### src/rtl/csp_pkg.sv
/*
 * Package for the status-pin, power-down and update register bank:
 * offsets, field positions, reset values and carrier structs.
 * Assumes a single 10 MHz clock and a plain strobe register port.
 */
package csp_pkg;
	localparam int ADDR_W = 12;
	localparam logic [11:0] OFF_STATUS_PIN_OPTIONS = 12'h0232;
	localparam logic [11:0] OFF_POWER_DOWN_CONTROL = 12'h0233;
	localparam logic [11:0] OFF_UPDATE_ALL_STROBE = 12'h0234;
	localparam logic [11:0] OFF_MONITOR_SELECT_FIRST = 12'h0230;
	localparam logic [11:0] OFF_MONITOR_SELECT_SECOND = 12'h0231;
	localparam logic [11:0] OFF_NV_TRANSFER_STATUS = 12'h0b00;
	// Status pin options fields
	localparam int BIT_SYNC_HOLD = 0;
	localparam int BIT_FIRST_DIV4 = 2;
	localparam int BIT_SECOND_DIV4 = 3;
	localparam int BIT_NV_ON_FIRST = 4;
	localparam logic [7:0] MASK_STATUS_PIN_OPTIONS = 8'h1d;
	// Power-down fields
	localparam int BIT_PD_DISTRIBUTION = 0;
	localparam int BIT_PD_SECOND_LOOP = 1;
	localparam int BIT_PD_FIRST_LOOP = 2;
	localparam logic [7:0] MASK_POWER_DOWN_CONTROL = 8'h07;
	localparam int BIT_UPDATE = 0;
	// Monitor select
	localparam logic [5:0] MASK_MONITOR_SELECT = 6'h3f;
	localparam logic [5:0] SEL_LAST_VALID = 6'h17;
	localparam logic [5:0] SEL_STATIC_LAST = 6'h0f;
	localparam int MONITOR_SRC_W = 24;
	// Reset values
	localparam logic [7:0] RST_STATUS_PIN_OPTIONS = 8'h00;
	localparam logic [7:0] RST_POWER_DOWN_CONTROL = 8'h07;
	localparam logic [5:0] RST_MONITOR_SELECT = 6'h00;

	typedef struct packed {
		logic [5:0] selFirst;
		logic [5:0] selSecond;
		logic [7:0] pinOptions;
		logic [7:0] powerDown;
	} csp_bank_s;

	typedef struct packed {
		logic firstLoop;
		logic secondLoop;
		logic distribution;
	} csp_power_s;
endpackage

### src/rtl/csp_status_regs.sv
/*
 * Register bank for status-pin monitor options, divider sync, power-down
 * and the self-clearing update strobe. Writes land in buffer registers and
 * reach the active set on the update. Assumes the serial-port clock and
 * all pin-level sources arrive raw from outside the clock domain, so each
 * passes two flip-flops here.
 */
// Behaviour
// - Select codes up to 010111 route monitor sources; higher codes are reserved.
// - Options bit 4 puts nonvolatile-transfer status on the first status pin.
// - Options bit 3 divides the second status pin by four.
// - Options bit 2 divides the first status pin by four; zero means none.
// - Options bit 0 holds all output dividers in sync like the sync pin.
// - Power-down bits 2,1,0: first loop, second loop, distribution; default one.
// - Update bit copies buffers into active registers at next serial clock rise.
// - Update bit clears itself after the transfer.
// - Nonvolatile-transfer status reads one while a transfer is running.
`timescale 1ns/1ps
`default_nettype none
module csp_status_regs (
	input wire logic clock,
	input wire logic reset_n,
	input wire logic [csp_pkg::ADDR_W-1:0] regAddr,
	input wire logic [7:0] regWriteData,
	input wire logic regWrite,
	input wire logic regRead,
	output logic [7:0] regReadData,
	input wire logic serialClockPin,
	input wire logic nvTransferBusyPin,
	input wire logic syncPin_n,
	input wire logic [csp_pkg::MONITOR_SRC_W-1:0] monitorSources,
	output logic statusPinFirst,
	output logic statusPinSecond,
	output logic dividerSyncHold,
	output csp_pkg::csp_power_s powerDown
);
	import csp_pkg::*;

	// ----------------------------------------
	// Input synchronisers
	// ----------------------------------------
	logic sclkMeta, sclkSync;
	logic nvMeta, nvSync;
	logic syncMeta, syncSync;
	logic [MONITOR_SRC_W-1:0] srcMeta, srcSync;
	logic sclkPrev;
	logic sclkRise;

	always_ff @(posedge clock or negedge reset_n) begin
		if (!reset_n) begin
			sclkMeta <= 1'b0;
			sclkSync <= 1'b0;
			nvMeta <= 1'b0;
			nvSync <= 1'b0;
			syncMeta <= 1'b1;
			syncSync <= 1'b1;
			srcMeta <= '0;
			srcSync <= '0;
			sclkPrev <= 1'b0;
		end else begin
			sclkMeta <= serialClockPin;
			sclkSync <= sclkMeta;
			nvMeta <= nvTransferBusyPin;
			nvSync <= nvMeta;
			syncMeta <= syncPin_n;
			syncSync <= syncMeta;
			srcMeta <= monitorSources;
			srcSync <= srcMeta;
			sclkPrev <= sclkSync;
		end
	end

	assign sclkRise = sclkSync & ~sclkPrev;

	// ----------------------------------------
	// Buffer and active registers
	// ----------------------------------------
	csp_bank_s buffered;
	csp_bank_s active;
	logic updatePending;

	always_ff @(posedge clock or negedge reset_n) begin
		if (!reset_n) begin
			buffered.selFirst <= RST_MONITOR_SELECT;
			buffered.selSecond <= RST_MONITOR_SELECT;
			buffered.pinOptions <= RST_STATUS_PIN_OPTIONS;
			buffered.powerDown <= RST_POWER_DOWN_CONTROL;
		end else if (regWrite) begin
			case (regAddr)
				OFF_MONITOR_SELECT_FIRST: buffered.selFirst <= regWriteData[5:0];
				OFF_MONITOR_SELECT_SECOND: buffered.selSecond <= regWriteData[5:0];
				OFF_STATUS_PIN_OPTIONS: begin
					buffered.pinOptions <= regWriteData & MASK_STATUS_PIN_OPTIONS;
				end
				OFF_POWER_DOWN_CONTROL: begin
					buffered.powerDown <= regWriteData & MASK_POWER_DOWN_CONTROL;
				end
				default: ;
			endcase
		end
	end

	// A strobe written in the same cycle as a serial rise still waits for the next rise
	always_ff @(posedge clock or negedge reset_n) begin
		if (!reset_n) begin
			updatePending <= 1'b0;
		end else if (regWrite && regAddr == OFF_UPDATE_ALL_STROBE
				&& regWriteData[BIT_UPDATE]) begin
			updatePending <= 1'b1;
		end else if (sclkRise) begin
			updatePending <= 1'b0;
		end
	end

	always_ff @(posedge clock or negedge reset_n) begin
		if (!reset_n) begin
			active.selFirst <= RST_MONITOR_SELECT;
			active.selSecond <= RST_MONITOR_SELECT;
			active.pinOptions <= RST_STATUS_PIN_OPTIONS;
			active.powerDown <= RST_POWER_DOWN_CONTROL;
		end else if (updatePending && sclkRise) begin
			active <= buffered;
		end
	end

	// ----------------------------------------
	// Monitor select and divide-by-4
	// ----------------------------------------
	function automatic logic pickSource(input logic [5:0] sel,
			input logic [MONITOR_SRC_W-1:0] src);
		logic picked;
		picked = 1'b0;
		if (sel <= SEL_LAST_VALID) begin
			picked = src[sel[4:0]];
		end
		return picked;
	endfunction

	logic rawFirst, rawSecond;
	logic divCountFirst, divCountSecond;
	logic rawFirstPrev, rawSecondPrev;
	logic divFirst, divSecond;

	assign rawFirst = pickSource(active.selFirst, srcSync);
	assign rawSecond = pickSource(active.selSecond, srcSync);

	// Divide-by-4: toggle output every second rising edge of the source
	always_ff @(posedge clock or negedge reset_n) begin
		if (!reset_n) begin
			rawFirstPrev <= 1'b0;
			rawSecondPrev <= 1'b0;
			divCountFirst <= 1'b0;
			divCountSecond <= 1'b0;
			divFirst <= 1'b0;
			divSecond <= 1'b0;
		end else begin
			rawFirstPrev <= rawFirst;
			rawSecondPrev <= rawSecond;
			if (rawFirst && !rawFirstPrev) begin
				divCountFirst <= ~divCountFirst;
				if (divCountFirst) begin
					divFirst <= ~divFirst;
				end
			end
			if (rawSecond && !rawSecondPrev) begin
				divCountSecond <= ~divCountSecond;
				if (divCountSecond) begin
					divSecond <= ~divSecond;
				end
			end
		end
	end

	// ----------------------------------------
	// Pin outputs
	// ----------------------------------------
	// Static selections divided would freeze the pin; host keeps divider off there
	always_ff @(posedge clock or negedge reset_n) begin
		if (!reset_n) begin
			statusPinFirst <= 1'b0;
			statusPinSecond <= 1'b0;
		end else begin
			if (active.pinOptions[BIT_NV_ON_FIRST]) begin
				statusPinFirst <= nvSync;
			end else if (active.pinOptions[BIT_FIRST_DIV4]) begin
				statusPinFirst <= divFirst;
			end else begin
				statusPinFirst <= rawFirst;
			end
			statusPinSecond <= active.pinOptions[BIT_SECOND_DIV4] ? divSecond : rawSecond;
		end
	end

	always_ff @(posedge clock or negedge reset_n) begin
		if (!reset_n) begin
			dividerSyncHold <= 1'b0;
			powerDown <= '{firstLoop: 1'b1, secondLoop: 1'b1, distribution: 1'b1};
		end else begin
			dividerSyncHold <= active.pinOptions[BIT_SYNC_HOLD] | ~syncSync;
			powerDown.firstLoop <= active.powerDown[BIT_PD_FIRST_LOOP];
			powerDown.secondLoop <= active.powerDown[BIT_PD_SECOND_LOOP];
			powerDown.distribution <= active.powerDown[BIT_PD_DISTRIBUTION];
		end
	end

	// ----------------------------------------
	// Read port
	// ----------------------------------------
	// Reads show the buffered set, the value the next update will apply
	always_ff @(posedge clock or negedge reset_n) begin
		if (!reset_n) begin
			regReadData <= 8'h00;
		end else if (regRead) begin
			case (regAddr)
				OFF_MONITOR_SELECT_FIRST: regReadData <= {2'h0, buffered.selFirst};
				OFF_MONITOR_SELECT_SECOND: regReadData <= {2'h0, buffered.selSecond};
				OFF_STATUS_PIN_OPTIONS: regReadData <= buffered.pinOptions;
				OFF_POWER_DOWN_CONTROL: regReadData <= buffered.powerDown;
				OFF_UPDATE_ALL_STROBE: regReadData <= {7'h00, updatePending};
				OFF_NV_TRANSFER_STATUS: regReadData <= {7'h00, nvSync};
				default: regReadData <= 8'h00;
			endcase
		end else begin
			regReadData <= 8'h00;
		end
	end
endmodule
`default_nettype wire

### config.mk
export PLATFORM = sky130hd
export DESIGN_NAME = csp_status_regs
export DESIGN_NICKNAME = d
export VERILOG_FILES = /design/src/rtl/csp_pkg.sv /design/src/rtl/csp_status_regs.sv
export SDC_FILE = /design/constraint.sdc
export NUM_CORES = 1
export LEC_CHECK = 0
export BUFFER_PORTS_ARGS = -buffer_cell sky130_fd_sc_hd__clkbuf_2
export CAP_MARGIN = 20
export CORE_MARGIN = 1.5
export CORE_UTILIZATION = 55
export CTS_BUF_LIST = sky130_fd_sc_hd__clkbuf_16
export DETAILED_ROUTE_END_ITERATION = 10
export GPL_TIMING_DRIVEN = 0
export PLACE_DENSITY_LB_ADDON = 0.08
export SKIP_CTS_REPAIR_TIMING = 1
export SLEW_MARGIN = 5
export SYNTH_ARGS = -nofsm -noshare
export SYNTH_HDL_FRONTEND = slang
export SYNTH_SLANG_ARGS = --single-unit
### constraint.sdc
create_clock -name clock -period 2.8 [get_ports clock]
set_input_delay 0.14 -clock clock [delete_from_list [all_inputs] [get_ports clock]]
set_output_delay 0.14 -clock clock [all_outputs]
set_load 0.03 [all_outputs]
# == Word-level counts from Yosys, hierarchy flattened ==
# Cells that the tools add are included.
# totals
n_memories,0
input_bits,51
latch_bits,0
regBits,112
romBits,0
mem_bits_rw,0
elab_cells,76
output_inout_bits,14
# classes
div,0
muxes,13
n_mul,0
magnitude_cmp,4
n_reduce_logical,14
shift,0
n_addsub,0
eq_ne,6
n_bitwise,8
# op_table
operator,n
$eq 12x10->1 const B,5
$pmux 6 s6,1
$eq 12x12->1 const B,1
$le 6x5->1 const B,2
$lt 5x6->1 const B,2
$reduce_and 2->1,6
$bmux 1 s5,2
$mux 1,9
$mux 6,1
$not 1->1,6
$logic_and 1x1->1,5
$logic_not 1->1,2
$reduce_bool 2->1,1
$and 1x1->1,1
$or 1x1->1,1

# == Depth between registers and ports, before layout ==
# Gate-level depths: netlist (run 1).
# logic_depth
word_depth,5
mapped_depth,7
ltp_nobuf,5

# == Worst setup path before layout (run 1) ==
# Ideal clock, no wire load.
# synth_timing
path_type,register -> register
start,register active[23] (netlist name)
end,register statusPinFirst
path_slack_ns,0.818
t_arrival_ns,1.856
required_ns,2.674
synth_period_minus_slack_ns,1.982
stages_incl_launch_ff,7
n_path_buf,1
setup_time_ns,0.126
path_cell_list,dfrtp_1 > buf_6 > mux2_1 > mux4_2 > a32oi_2 > a21oi_2 > a221o_1
# synth_between
elab_chain_cells,5
word_cells_on_any_way,6
classes_between,1 x order compare; 5 x mux
# synth_rtl
item,line,source
start: declaration,csp_status_regs.sv:79,csp_bank_s active;
start signal: assignment,csp_status_regs.sv:122,active <= buffered;
$bmux 1 s5,csp_status_regs.sv:134,picked = src[sel[4:0]];
$mux 1 (not written as such),csp_status_regs.sv:134,
$mux 1 (*),csp_status_regs.sv:133,if (sel <= SEL_LAST_VALID) begin
via rawFirst,csp_status_regs.sv:139,"logic rawFirst, rawSecond;"
$mux 1 (*),csp_status_regs.sv:185,end else if (active.pinOptions[BIT_FIRST_DIV4]) begin
$mux 1 (*),csp_status_regs.sv:183,if (active.pinOptions[BIT_NV_ON_FIRST]) begin
end signal: assignment,csp_status_regs.sv:184,statusPinFirst <= nvSync;
end signal: assignment,csp_status_regs.sv:186,statusPinFirst <= divFirst;
end signal: assignment,csp_status_regs.sv:188,statusPinFirst <= rawFirst;
end: declaration,csp_status_regs.sv:32,"output logic statusPinFirst,"
# The timed path passes the listed nets; every way through them passes the cells marked *. The select of a mux whose other input is x is not followed.
# A chain may end at the register's enable or synchronous reset.

# == Final worst setup path (run 1) ==
# Same ends and word-level chain as after synthesis.

==> results of run 1 <==
flip-flops by register name, summed over array words and instances (netlist names):
name and flops:
srcSync 24, rawSecondPrev 1, syncSync 1, active 19, statusPinSecond 1, regReadData 6
srcMeta 24, nvSync 1, dividerSyncHold 1, buffered 19, syncMeta 1, statusPinFirst 1
divFirst 1, powerDown 3, updatePending 1, sclkMeta 1, rawFirstPrev 1, sclkPrev 1
divCountFirst 1, sclkSync 1, nvMeta 1, divSecond 1, divCountSecond 1
through the flow:
| step | setup WS (ns) | std cells | hold slack (ns) | util (%) | total power, mW |
|---|---|---|---|---|---|
| after floorplan | 0.818 | 271 | -0.156 | - | 1.83 |
| after global routing | 0.498 | 474 | 0.0423 | 71.3 | 3.25 |
| after CTS | 0.576 | 446 | -0.141 | 67.4 | 3.12 |
| after detailed placement | 0.601 | 430 | 0.229 | 63.6 | 1.92 |
| after global placement | 0.176 | 430 | 0.229 | 63.4 | 1.91 |
| final | 0.575 | 474 | 0.0461 | 71.3 | 3.11 |
per-layer routing:
layer / up-vias / routed length [um]
met3: 14 / 321
met5: - / 0
li1: 1173 / -
met1: 1260 / 3290
met4: 0 / 113
met2: 54 / 3730
logic make-up after synthesis:
| group | Yosys count |
|---|---|
| AND/OR/NAND/NOR | 54 |
| flip-flops | 112 |
| multiplexers | 66 |
| buffers and inverters | 13 |
| AO/OA/AOI/OAI | 20 |
| XOR/XNOR | 4 |
| other | 1 |
area by class of cell:
type | instances | area share (%)
flip-flops and latches | 112 | 53.9
well taps | 99 | 2.37
inverters | 2 | 0.144
repair buffers | 88 | 11.3
clock inverters | 7 | 1.13
plain buffers | 11 | 1.15
clock buffers | 9 | 4.31
multi-input cells | 146 | 25.7
cells in the mapped netlist (all sizes together):
cell | number | area [um^2]
dfrtp | 101 | 2530
clkbuf | 3 | 11.3
nand4 | 1 | 6.26
nand4b | 2 | 17.5
a32oi | 4 | 42.6
a32o | 1 | 10.0
a22o | 1 | 8.76
o31ai | 1 | 7.51
nor3b | 1 | 7.51
nand2b | 6 | 37.5
nor4 | 1 | 6.26
inv | 2 | 7.51
o211ai | 1 | 7.51
or3b | 1 | 8.76
a221o | 1 | 10.0
nand3 | 4 | 20.0
xor2 | 4 | 35.0
nand3b | 2 | 15.0
and4bb | 1 | 12.5
nor4b | 1 | 8.76
mux4 | 7 | 165
a22oi | 6 | 45.0
nand2 | 5 | 18.8
a311oi | 1 | 8.76
and3b | 1 | 8.76
buf | 8 | 48.8
conb | 1 | 3.75
mux2i | 9 | 90.1
mux2 | 50 | 563
a21boi | 1 | 7.51
or4b | 1 | 13.8
nor2b | 8 | 50.1
dfstp | 11 | 289
a31oi | 1 | 6.26
and3 | 4 | 25.0
a21oi | 2 | 13.8
nor2 | 14 | 52.6
nor3 | 1 | 5.00
worst reg2reg max path: cells and delay by family, from the launching register on:
kind | cells | cell delay (ns)
flip-flops | 1 | 0.38
buffers and inverters | 1 | 0.17
multiplexers | 2 | 0.83
AO/OA/AOI/OAI | 3 | 0.73
cell usage in the layout (no fill, tap or decap), types with 2 or more instances in the layout:
master,Yosys,routed
mux2_2,48,48
inv_1,2,2
buf_2,3,3
buf_1,2,2
a22oi_1,6,6
conb_1,1,2
mux4_2,5,5
clkbuf_16,0,9
inv_6,0,4
nor2_1,14,14
nand3_1,4,4
nor2b_1,8,8
nand2b_1,6,6
clkbuf_1,3,3
xor2_1,4,4
dfstp_2,11,11
dlygate4sd3_1,0,28
mux4_1,2,2
dfrtp_1,101,101
mux2i_1,9,9
buf_4,2,2
a32oi_1,3,3
nand4b_1,2,2
nand3b_1,2,2
and3_1,4,4
clkbuf_2,0,59
nand2_1,5,5
mux2_1,2,2
report_power, final:
part | leakage [nW] | internal, mW | switching [mW] | total [mW]
Sequential | 1.38 | 1.69 | 0.0383 | 1.73
Clock | 0.141 | 0.621 | 0.570 | 1.19
Combinational | 0.934 | 0.0979 | 0.0891 | 0.187
path summary, 6_finish.rpt:
path / start / endpoint / slack (ns)
worst max-delay path: active[23]$_DFFE_PN0P_ / statusPinFirst$_DFF_PN0_ / 0.57
worst min-delay path: regRead / regReadData[0]$_DFF_PN0_ / 0.05
worst max register to register: active[23]$_DFFE_PN0P_ / statusPinFirst$_DFF_PN0_ / 0.57
worst min register to register: srcMeta[16]$_DFF_PN0_ / srcSync[16]$_DFF_PN0_ / 0.35
max in group asynchronous: reset_n / active[26]$_DFFE_PN0P_ / 1.79
min in group asynchronous: reset_n / srcMeta[3]$_DFF_PN0_ / 0.47
==> impl_metrics.env, run 1 <==
export IMPL_status="completed"
export IMPL_cts_tree="yes"
export IMPL_grt_total_usage_pct=19.1
export IMPL_vias=2501
export IMPL_worst_slew_pin_slew_ns=0.814
export IMPL_htree_levels=3
export IMPL_nets=421
export IMPL_root_buffer="clkbuf_16"
export IMPL_period_minus_slack_ns=2.23
export IMPL_dpl_cell_area_um2=4660
export IMPL_die_area_um2=8210
export IMPL_synthMuxAreaShare_pct=19.4
export IMPL_die_h_um=90.6
export IMPL_antenna_found_initial=0
export IMPL_dieWidth_um=90.6
export IMPL_globalRouteOverflowTotal=0
export IMPL_cts_sinks=112
export IMPL_row_count=31
export IMPL_start_util_pct=57.6
export IMPL_finClkSkew_ns=0.00946
export IMPL_synthXorXnorAreaFrac_pct=0.830
export IMPL_globalRouteMet2Util_pct=29.1
export IMPL_fp_coreArea_um2=7330
export IMPL_syn_area_per_cell_um2=15.6
export IMPL_final_max_slew_violation_count=0
export IMPL_ir_drop_mv=0.458
export IMPL_gp_congestion=0.851
export IMPL_slew_headroom_pct=45.8
export IMPL_hold_viol=0
export IMPL_crit_type="reg2reg"
export IMPL_ys_types=45
export IMPL_ys_warn_count=0
export IMPL_clk_pin_slew_ns=0.07
export IMPL_path_cells="buf_6, mux2_1, mux4_2, a32oi_2, a21oi_2, a221o_1"
export IMPL_n_antenna_cell=0
export IMPL_maxCapViolations=0
export IMPL_grt_pass1_wl_mm=11.9
export IMPL_netlist_area_um2=4220
export IMPL_top_usage_layer="met2"
export IMPL_cts_path_max_buffers=2
export IMPL_cp_slowest_cell="mux4_2"
export IMPL_synth_cells=270
export IMPL_insertion_delay_ns=0.34
export IMPL_cp_depth=6
export IMPL_reg2reg_depth=6
export IMPL_fmax_mhz=449
export IMPL_fin_area_um2=5220
export IMPL_ys_ff_latch=112
export IMPL_yosysSeqAreaShare_pct=66.7
export IMPL_drive_gt1_share_pct=40.0
export IMPL_drcViolationCount=0
export IMPL_cp_top_family="multiplexers"
export IMPL_dp_hpwl_mm=4.84
export IMPL_first_pass_iters=4
export IMPL_numCtsBuffers=9
export IMPL_setup_viol=0
export IMPL_multi_input_area_um2=1340
export IMPL_hold_depth=2
export IMPL_synth_compound_area_share_pct=3.97
export IMPL_hold_class="in2reg"
export IMPL_ant_nets=0
export IMPL_cp_max_fo=10
export IMPL_met3_usage_pct=5.47
export IMPL_grt_max_degree=113
export IMPL_synth_top_family_by_area="multiplexers"
export IMPL_routed_wl_mm=7.46
export IMPL_synthAdderAreaFrac_pct=0
export IMPL_nFillCells=495
export IMPL_portBuffers=60
export IMPL_drtIter0Drc=80
export IMPL_rsz0062_at_grt="no"
export IMPL_cp_slowest_stage_delay_ns=0.49
export IMPL_cp_required_ns=3.02
export IMPL_cp_arrival_ns=2.45
export IMPL_routedWlPerCell_um=15.7
export IMPL_tns_ns=0
export IMPL_ios=65
export IMPL_met1_usage_pct=26.5
export IMPL_start_kind="register"
export IMPL_end_kind="register"
export IMPL_grt_pass1_vias=2410
export IMPL_post_route_period_util_pct=79.5
export IMPL_register_area_um2=2820
export IMPL_power_leakage_nw=2.46
export IMPL_syn_to_final_growth_pct=23.7
export IMPL_p_per_area_nw_per_um2=595
export IMPL_viasPerCell=5.28
export IMPL_worst_path_buf_inv=1
export IMPL_yosys_area_share_simple_pct=7.44
No activity file was read; power rests on OpenSTA's default activity.
==> inputs of run 2 (changes only) <==
Settings changed: CORE_UTILIZATION 55 to 50.
Clock period 2.8 ns to 2 ns, I/O delays scaled along.
==> run 2 against run 1 <==
Against the previous run:
- the run now ends with negative setup slack left
- combinational power rose by 45%
- utilization fell by 6.0 points
- cell count rose by 2.5%
- non-clock buffer count rose by 6
- sequential share of layout area fell by 1.4 points
- die area rose by 9.7%
- largest power group unchanged
==> impl_metrics.env, run 2 (synthesis results as in run 1) <==
export IMPL_cp_max_fo=5
export IMPL_cp_depth=6
export IMPL_start_util_pct=51.4
export IMPL_gp_congestion=0.797
export IMPL_ios=65
export IMPL_violations="negative setup slack"
export IMPL_tns_ns=-0.316
export IMPL_cts_sinks=112
export IMPL_hold_class="in2reg"
export IMPL_dp_hpwl_mm=4.95
export IMPL_worst_slew_pin_slew_ns=0.850
export IMPL_root_buffer="clkbuf_16"
export IMPL_place_inst=436
export IMPL_nets=427
export IMPL_start_kind="register"
export IMPL_reg_top3="srcMeta (24), srcSync (24)"
export IMPL_clk_pin_slew_ns=0.08
export IMPL_maxCapViolations=0
export IMPL_end_kind="register"
export IMPL_finClkSkew_ns=0.00982
export IMPL_cp_arrival_ns=2.38
export IMPL_drcViolationCount=0
export IMPL_drtIter0Drc=66
export IMPL_slew_headroom_pct=43.4
export IMPL_final_common_cell="dfrtp_1"
export IMPL_ir_drop_mv=0.492
export IMPL_setup_viol=3
export IMPL_ant_nets=0
export IMPL_grt_total_usage_pct=17.8
export IMPL_final_cell_mix="101 x dfrtp_1, 60 x clkbuf_2, 48 x mux2_2, 29 x dlygate4sd3_1, 14 x nor2_1"
export IMPL_hold_viol=0
export IMPL_vias=2499
export IMPL_p_per_area_nw_per_um2=859
export IMPL_power_leakage_nw=2.52
export IMPL_routed_wl_mm=7.65
export IMPL_cp_top_family="multiplexers"
export IMPL_routedWlPerCell_um=15.7
export IMPL_dieWidth_um=94.9
export IMPL_antenna_found_initial=0
export IMPL_grt_pass1_vias=2300
export IMPL_path_cells="buf_6, mux2_4, mux4_2, a32oi_4, a21oi_2, a221o_1"
export IMPL_period_minus_slack_ns=2.15
export IMPL_crit_type="reg2reg"
export IMPL_cp_slowest_stage_delay_ns=0.50
export IMPL_setup_slack_ns=-0.151
export IMPL_nFillCells=640
export IMPL_reg2reg_depth=6
export IMPL_viasPerCell=5.14
export IMPL_worst_path_buf_inv=1
export IMPL_fp_coreArea_um2=8220
export IMPL_fmax_mhz=465
export IMPL_row_count=33
export IMPL_status="finished with violations"
export IMPL_rsz0062_at_grt="yes"
export IMPL_portBuffers=60
export IMPL_insertion_delay_ns=0.34
export IMPL_drive_gt1_share_pct=42.5
export IMPL_post_route_period_util_pct=108
export IMPL_cts_path_max_buffers=2
export IMPL_final_max_slew_violation_count=0
export IMPL_cp_slowest_cell="mux4_2"
export IMPL_globalRouteOverflowTotal=0
export IMPL_hold_depth=2
export IMPL_n_antenna_cell=0
export IMPL_numCtsBuffers=9
export IMPL_htree_levels=3
export IMPL_first_pass_iters=4
export IMPL_grt_pass1_wl_mm=11.7
export IMPL_cts_tree="yes"
export IMPL_final_cells=486
export IMPL_cp_required_ns=2.22
export IMPL_die_h_um=94.9
export IMPL_syn_to_final_growth_pct=27.1
export IMPL_grt_max_degree=113
export IMPL_die_area_um2=9010
## run 2: changes by cell type in the layout (fill, tap and decap cells not counted), sizes merged
cell	change
buf	+5
inv	-2
bufinv	+1
clkinv	+1
dlygate4sd3	+1
## run 2: layer usage
layer	track usage (%)	part of all wire, %	up-vias
met5	0	0	-
met3	4.83	3.0	10
met1	24.9	46	1266
li1	-	-	1175
met2	27.0	50	48
met4	5.97	1.3	0
## run 2: worst register-to-register path: stages (launching register included)
cell and delay [ns]:
dfrtp_1 0.40, buf_6 0.14, mux2_4 0.30, mux4_2 0.50, a32oi_4 0.27, a21oi_2 0.11, a221o_1 0.31
## run 2: area by class of cell
class | count | area (um^2) | area share (%)
buffer | 10 | 57.6 | 1.07
timing repair buffer | 95 | 648 | 12.1
clock buffer | 9 | 225 | 4.20
sequential | 112 | 2820 | 52.5
tap | 105 | 131 | 2.45
multi-input combinational | 146 | 1370 | 25.5
clock inverter | 7 | 110 | 2.05
inverter | 2 | 7.51 | 0.140
## run 2: where the power goes
| group | switching, mW | leakage [nW] | internal [mW] |
|---|---|---|---|
| logic | 0.127 | 0.979 | 0.146 |
| registers | 0.0558 | 1.38 | 2.37 |
| clock network | 0.885 | 0.162 | 1.03 |
## run 2: path summary, 6_finish.rpt
check,endpoint,from,slack (ns)
hold / removal,buffered[27]$_DFFE_PN0P_,regWriteData[5],0.01
min in group asynchronous,srcMeta[4]$_DFF_PN0_,reset_n,0.42
setup reg to reg,statusPinFirst$_DFF_PN0_,active[23]$_DFFE_PN0P_,-0.15
hold reg to reg,srcSync[11]$_DFF_PN0_,srcMeta[11]$_DFF_PN0_,0.35
max in group asynchronous,divFirst$_DFFE_PN0P_,reset_n,0.99
setup / recovery,statusPinFirst$_DFF_PN0_,active[23]$_DFFE_PN0P_,-0.15
## run 2: through the flow
stage / setup WS [ns] / utilization (%) / cell area, um^2 / total power [mW] / hold WS (ns)
2_1_floorplan: 0.0179 / - / 4230 / 2.56 / -0.196
3_3_place_gp: -0.611 / 56.7 / 4660 / 2.68 / 0.189
3_5_place_dp: -0.200 / 56.8 / 4670 / 2.69 / 0.189
4_1_cts: -0.230 / 60.9 / 5000 / 4.61 / -0.183
5_1_grt: -0.190 / 65.3 / 5370 / 4.81 / 0.00835
6_report: -0.151 / 65.3 / 5370 / 4.61 / 0.0138
==> inputs of run 3 (changes only) <==
Settings changed: SETUP_SLACK_MARGIN from default to 0.3.
==> run 3 against run 2 <==
Against the previous run:
- the flow still finishes with violations (negative setup slack)
- critical path depth unchanged
- setup slack better by 0.026 ns
- total power shrank 6.4%
- clock skew fell by 0.0027 ns
- sequential power hardly changed
- cell count is 0.21% lower
- critical endpoint unchanged
==> impl_metrics.env, run 3 (synthesis results as in run 1) <==
export IMPL_grt_pass1_vias=2275
export IMPL_syn_to_final_growth_pct=26.5
export IMPL_drive_gt1_share_pct=43.4
export IMPL_viasPerCell=5.17
export IMPL_cp_required_ns=2.22
export IMPL_first_pass_iters=4
export IMPL_ant_nets=0
export IMPL_antenna_found_initial=0
export IMPL_die_h_um=94.9
export IMPL_row_count=33
export IMPL_routedWlPerCell_um=15.3
export IMPL_grt_pass1_wl_mm=11.2
export IMPL_start_util_pct=51.4
export IMPL_utilization_pct=65.0
export IMPL_nets=426
export IMPL_numCtsBuffers=9
export IMPL_p_per_area_nw_per_um2=808
export IMPL_cp_max_fo=4
export IMPL_place_ws_ns=-0.146
export IMPL_cts_path_max_buffers=2
export IMPL_final_cell_mix="101 x dfrtp_1, 61 x clkbuf_2, 47 x mux2_2, 28 x dlygate4sd3_1, 13 x nor2_1"
export IMPL_cp_top_family="multiplexers"
export IMPL_grt_total_usage_pct=17.1
export IMPL_hold_class="in2reg"
export IMPL_reg_top3="srcMeta (24), srcSync (24)"
export IMPL_crit_type="reg2reg"
export IMPL_slew_headroom_pct=42.7
export IMPL_setup_viol=3
export IMPL_rsz0062_at_grt="yes"
export IMPL_fmax_mhz=471
export IMPL_hold_worst_slack_ns=0.00192
export IMPL_ir_drop_mv=0.497
export IMPL_root_buffer="clkbuf_16"
export IMPL_worst_slew_pin_slew_ns=0.859
export IMPL_drtIter0Drc=59
export IMPL_dieWidth_um=94.9
export IMPL_post_route_period_util_pct=106
export IMPL_startpoint="active[23]$_DFFE_PN0P_"
export IMPL_min_to="regReadData[0]$_DFF_PN0_"
export IMPL_n_antenna_cell=0
export IMPL_grt_max_degree=113
export IMPL_path_cells="buf_6, mux2_4, mux4_2, a32oi_4, a21oi_4, a221o_1"
export IMPL_portBuffers=60
export IMPL_hold_depth=2
export IMPL_htree_levels=3
export IMPL_power_leakage_nw=2.50
export IMPL_vias=2506
export IMPL_drcViolationCount=0
export IMPL_die_area_um2=9010
export IMPL_final_max_slew_violation_count=0
export IMPL_period_minus_slack_ns=2.12
export IMPL_gp_congestion=0.766
export IMPL_status="finished with violations"
export IMPL_cp_arrival_ns=2.34
export IMPL_final_common_cell="dfrtp_1"
export IMPL_worst_path_buf_inv=1
export IMPL_maxCapViolations=0
export IMPL_fp_coreArea_um2=8220
export IMPL_cts_tree="yes"
export IMPL_violations="negative setup slack"
export IMPL_rr_startpoint="active[23]$_DFFE_PN0P_"
export IMPL_cp_slowest_stage_delay_ns=0.50
export IMPL_reg2reg_depth=6
export IMPL_routed_wl_mm=7.41
export IMPL_hold_viol=0
export IMPL_clk_pin_slew_ns=0.07
export IMPL_ios=65
export IMPL_finClkSkew_ns=0.00713
export IMPL_setup_slack_ns=-0.125
export IMPL_globalRouteOverflowTotal=0
export IMPL_cp_slowest_cell="mux4_2"
export IMPL_cts_sinks=112
export IMPL_end_kind="register"
export IMPL_insertion_delay_ns=0.34
export IMPL_start_kind="register"
export IMPL_dp_hpwl_mm=4.85
export IMPL_min_from="regRead"
export IMPL_r2r_setup_slack_ns=-0.12
export IMPL_r2r_end="statusPinFirst$_DFF_PN0_"
[run 3: cell types whose count changed in the layout (fill, tap and decap cells not counted), sizes merged]
| cell | before | now |
|---|---|---|
| clkbuf | 72 | 73 |
| clkinvlp | 0 | 1 |
| dlygate4sd3 | 29 | 28 |
| bufinv | 1 | 0 |
| buf | 13 | 12 |
[run 3: layout make-up]
| cell class | count | area (um^2) |
|---|---|---|
| buffer | 11 | 72.6 |
| clock buffer | 9 | 225 |
| clock inverter | 7 | 46.3 |
| fill | 628 | 2880 |
| inverter | 2 | 7.51 |
| multi-input combinational | 146 | 1410 |
| sequential | 112 | 2820 |
| tap | 105 | 131 |
| timing repair buffer | 93 | 631 |
[run 3: how the worst max path moves through the flow]
| stage | endpoint | slack [ns] | cells after the start |
|---|---|---|---|
| floorplan | statusPinFirst$_DFF_PN0_ | 0.04 | 6 |
| global route | statusPinFirst$_DFF_PN0_ | -0.18 | 6 |
| detailed placement | statusPinFirst$_DFF_PN0_ | -0.15 | 6 |
| CTS | statusPinFirst$_DFF_PN0_ | -0.17 | 6 |
| global placement | sclkMeta$_DFF_PN0_ | -0.62 | 1 |
| finish | statusPinFirst$_DFF_PN0_ | -0.12 | 6 |
[run 3: power by group]
| group | switching (mW) | total [mW] | internal [mW] |
|---|---|---|---|
| sequential | 0.0535 | 2.43 | 2.37 |
| combinational | 0.125 | 0.271 | 0.146 |
| clock | 0.771 | 1.62 | 0.845 |
[run 3: through the flow]
step / TNS (ns) / power (mW) / instances / area [um^2]
3_3_place_gp: -63.86 / 2.68 / 436 / 4670
4_1_cts: -1.21 / 4.31 / 452 / 4950
2_1_floorplan: 0 / 2.56 / 271 / 4230
5_1_grt: -0.394 / 4.51 / 485 / 5340
6_report: -0.230 / 4.31 / 485 / 5340
3_5_place_dp: -0.964 / 2.69 / 436 / 4670
[run 3: per-layer routing]
layer	track usage [%]	routed length [um]	vias up
met5	0	0	-
met4	7.09	100	0
met3	3.46	204	8
met2	24.6	3630	39
met1	25.4	3470	1281
li1	-	-	1178
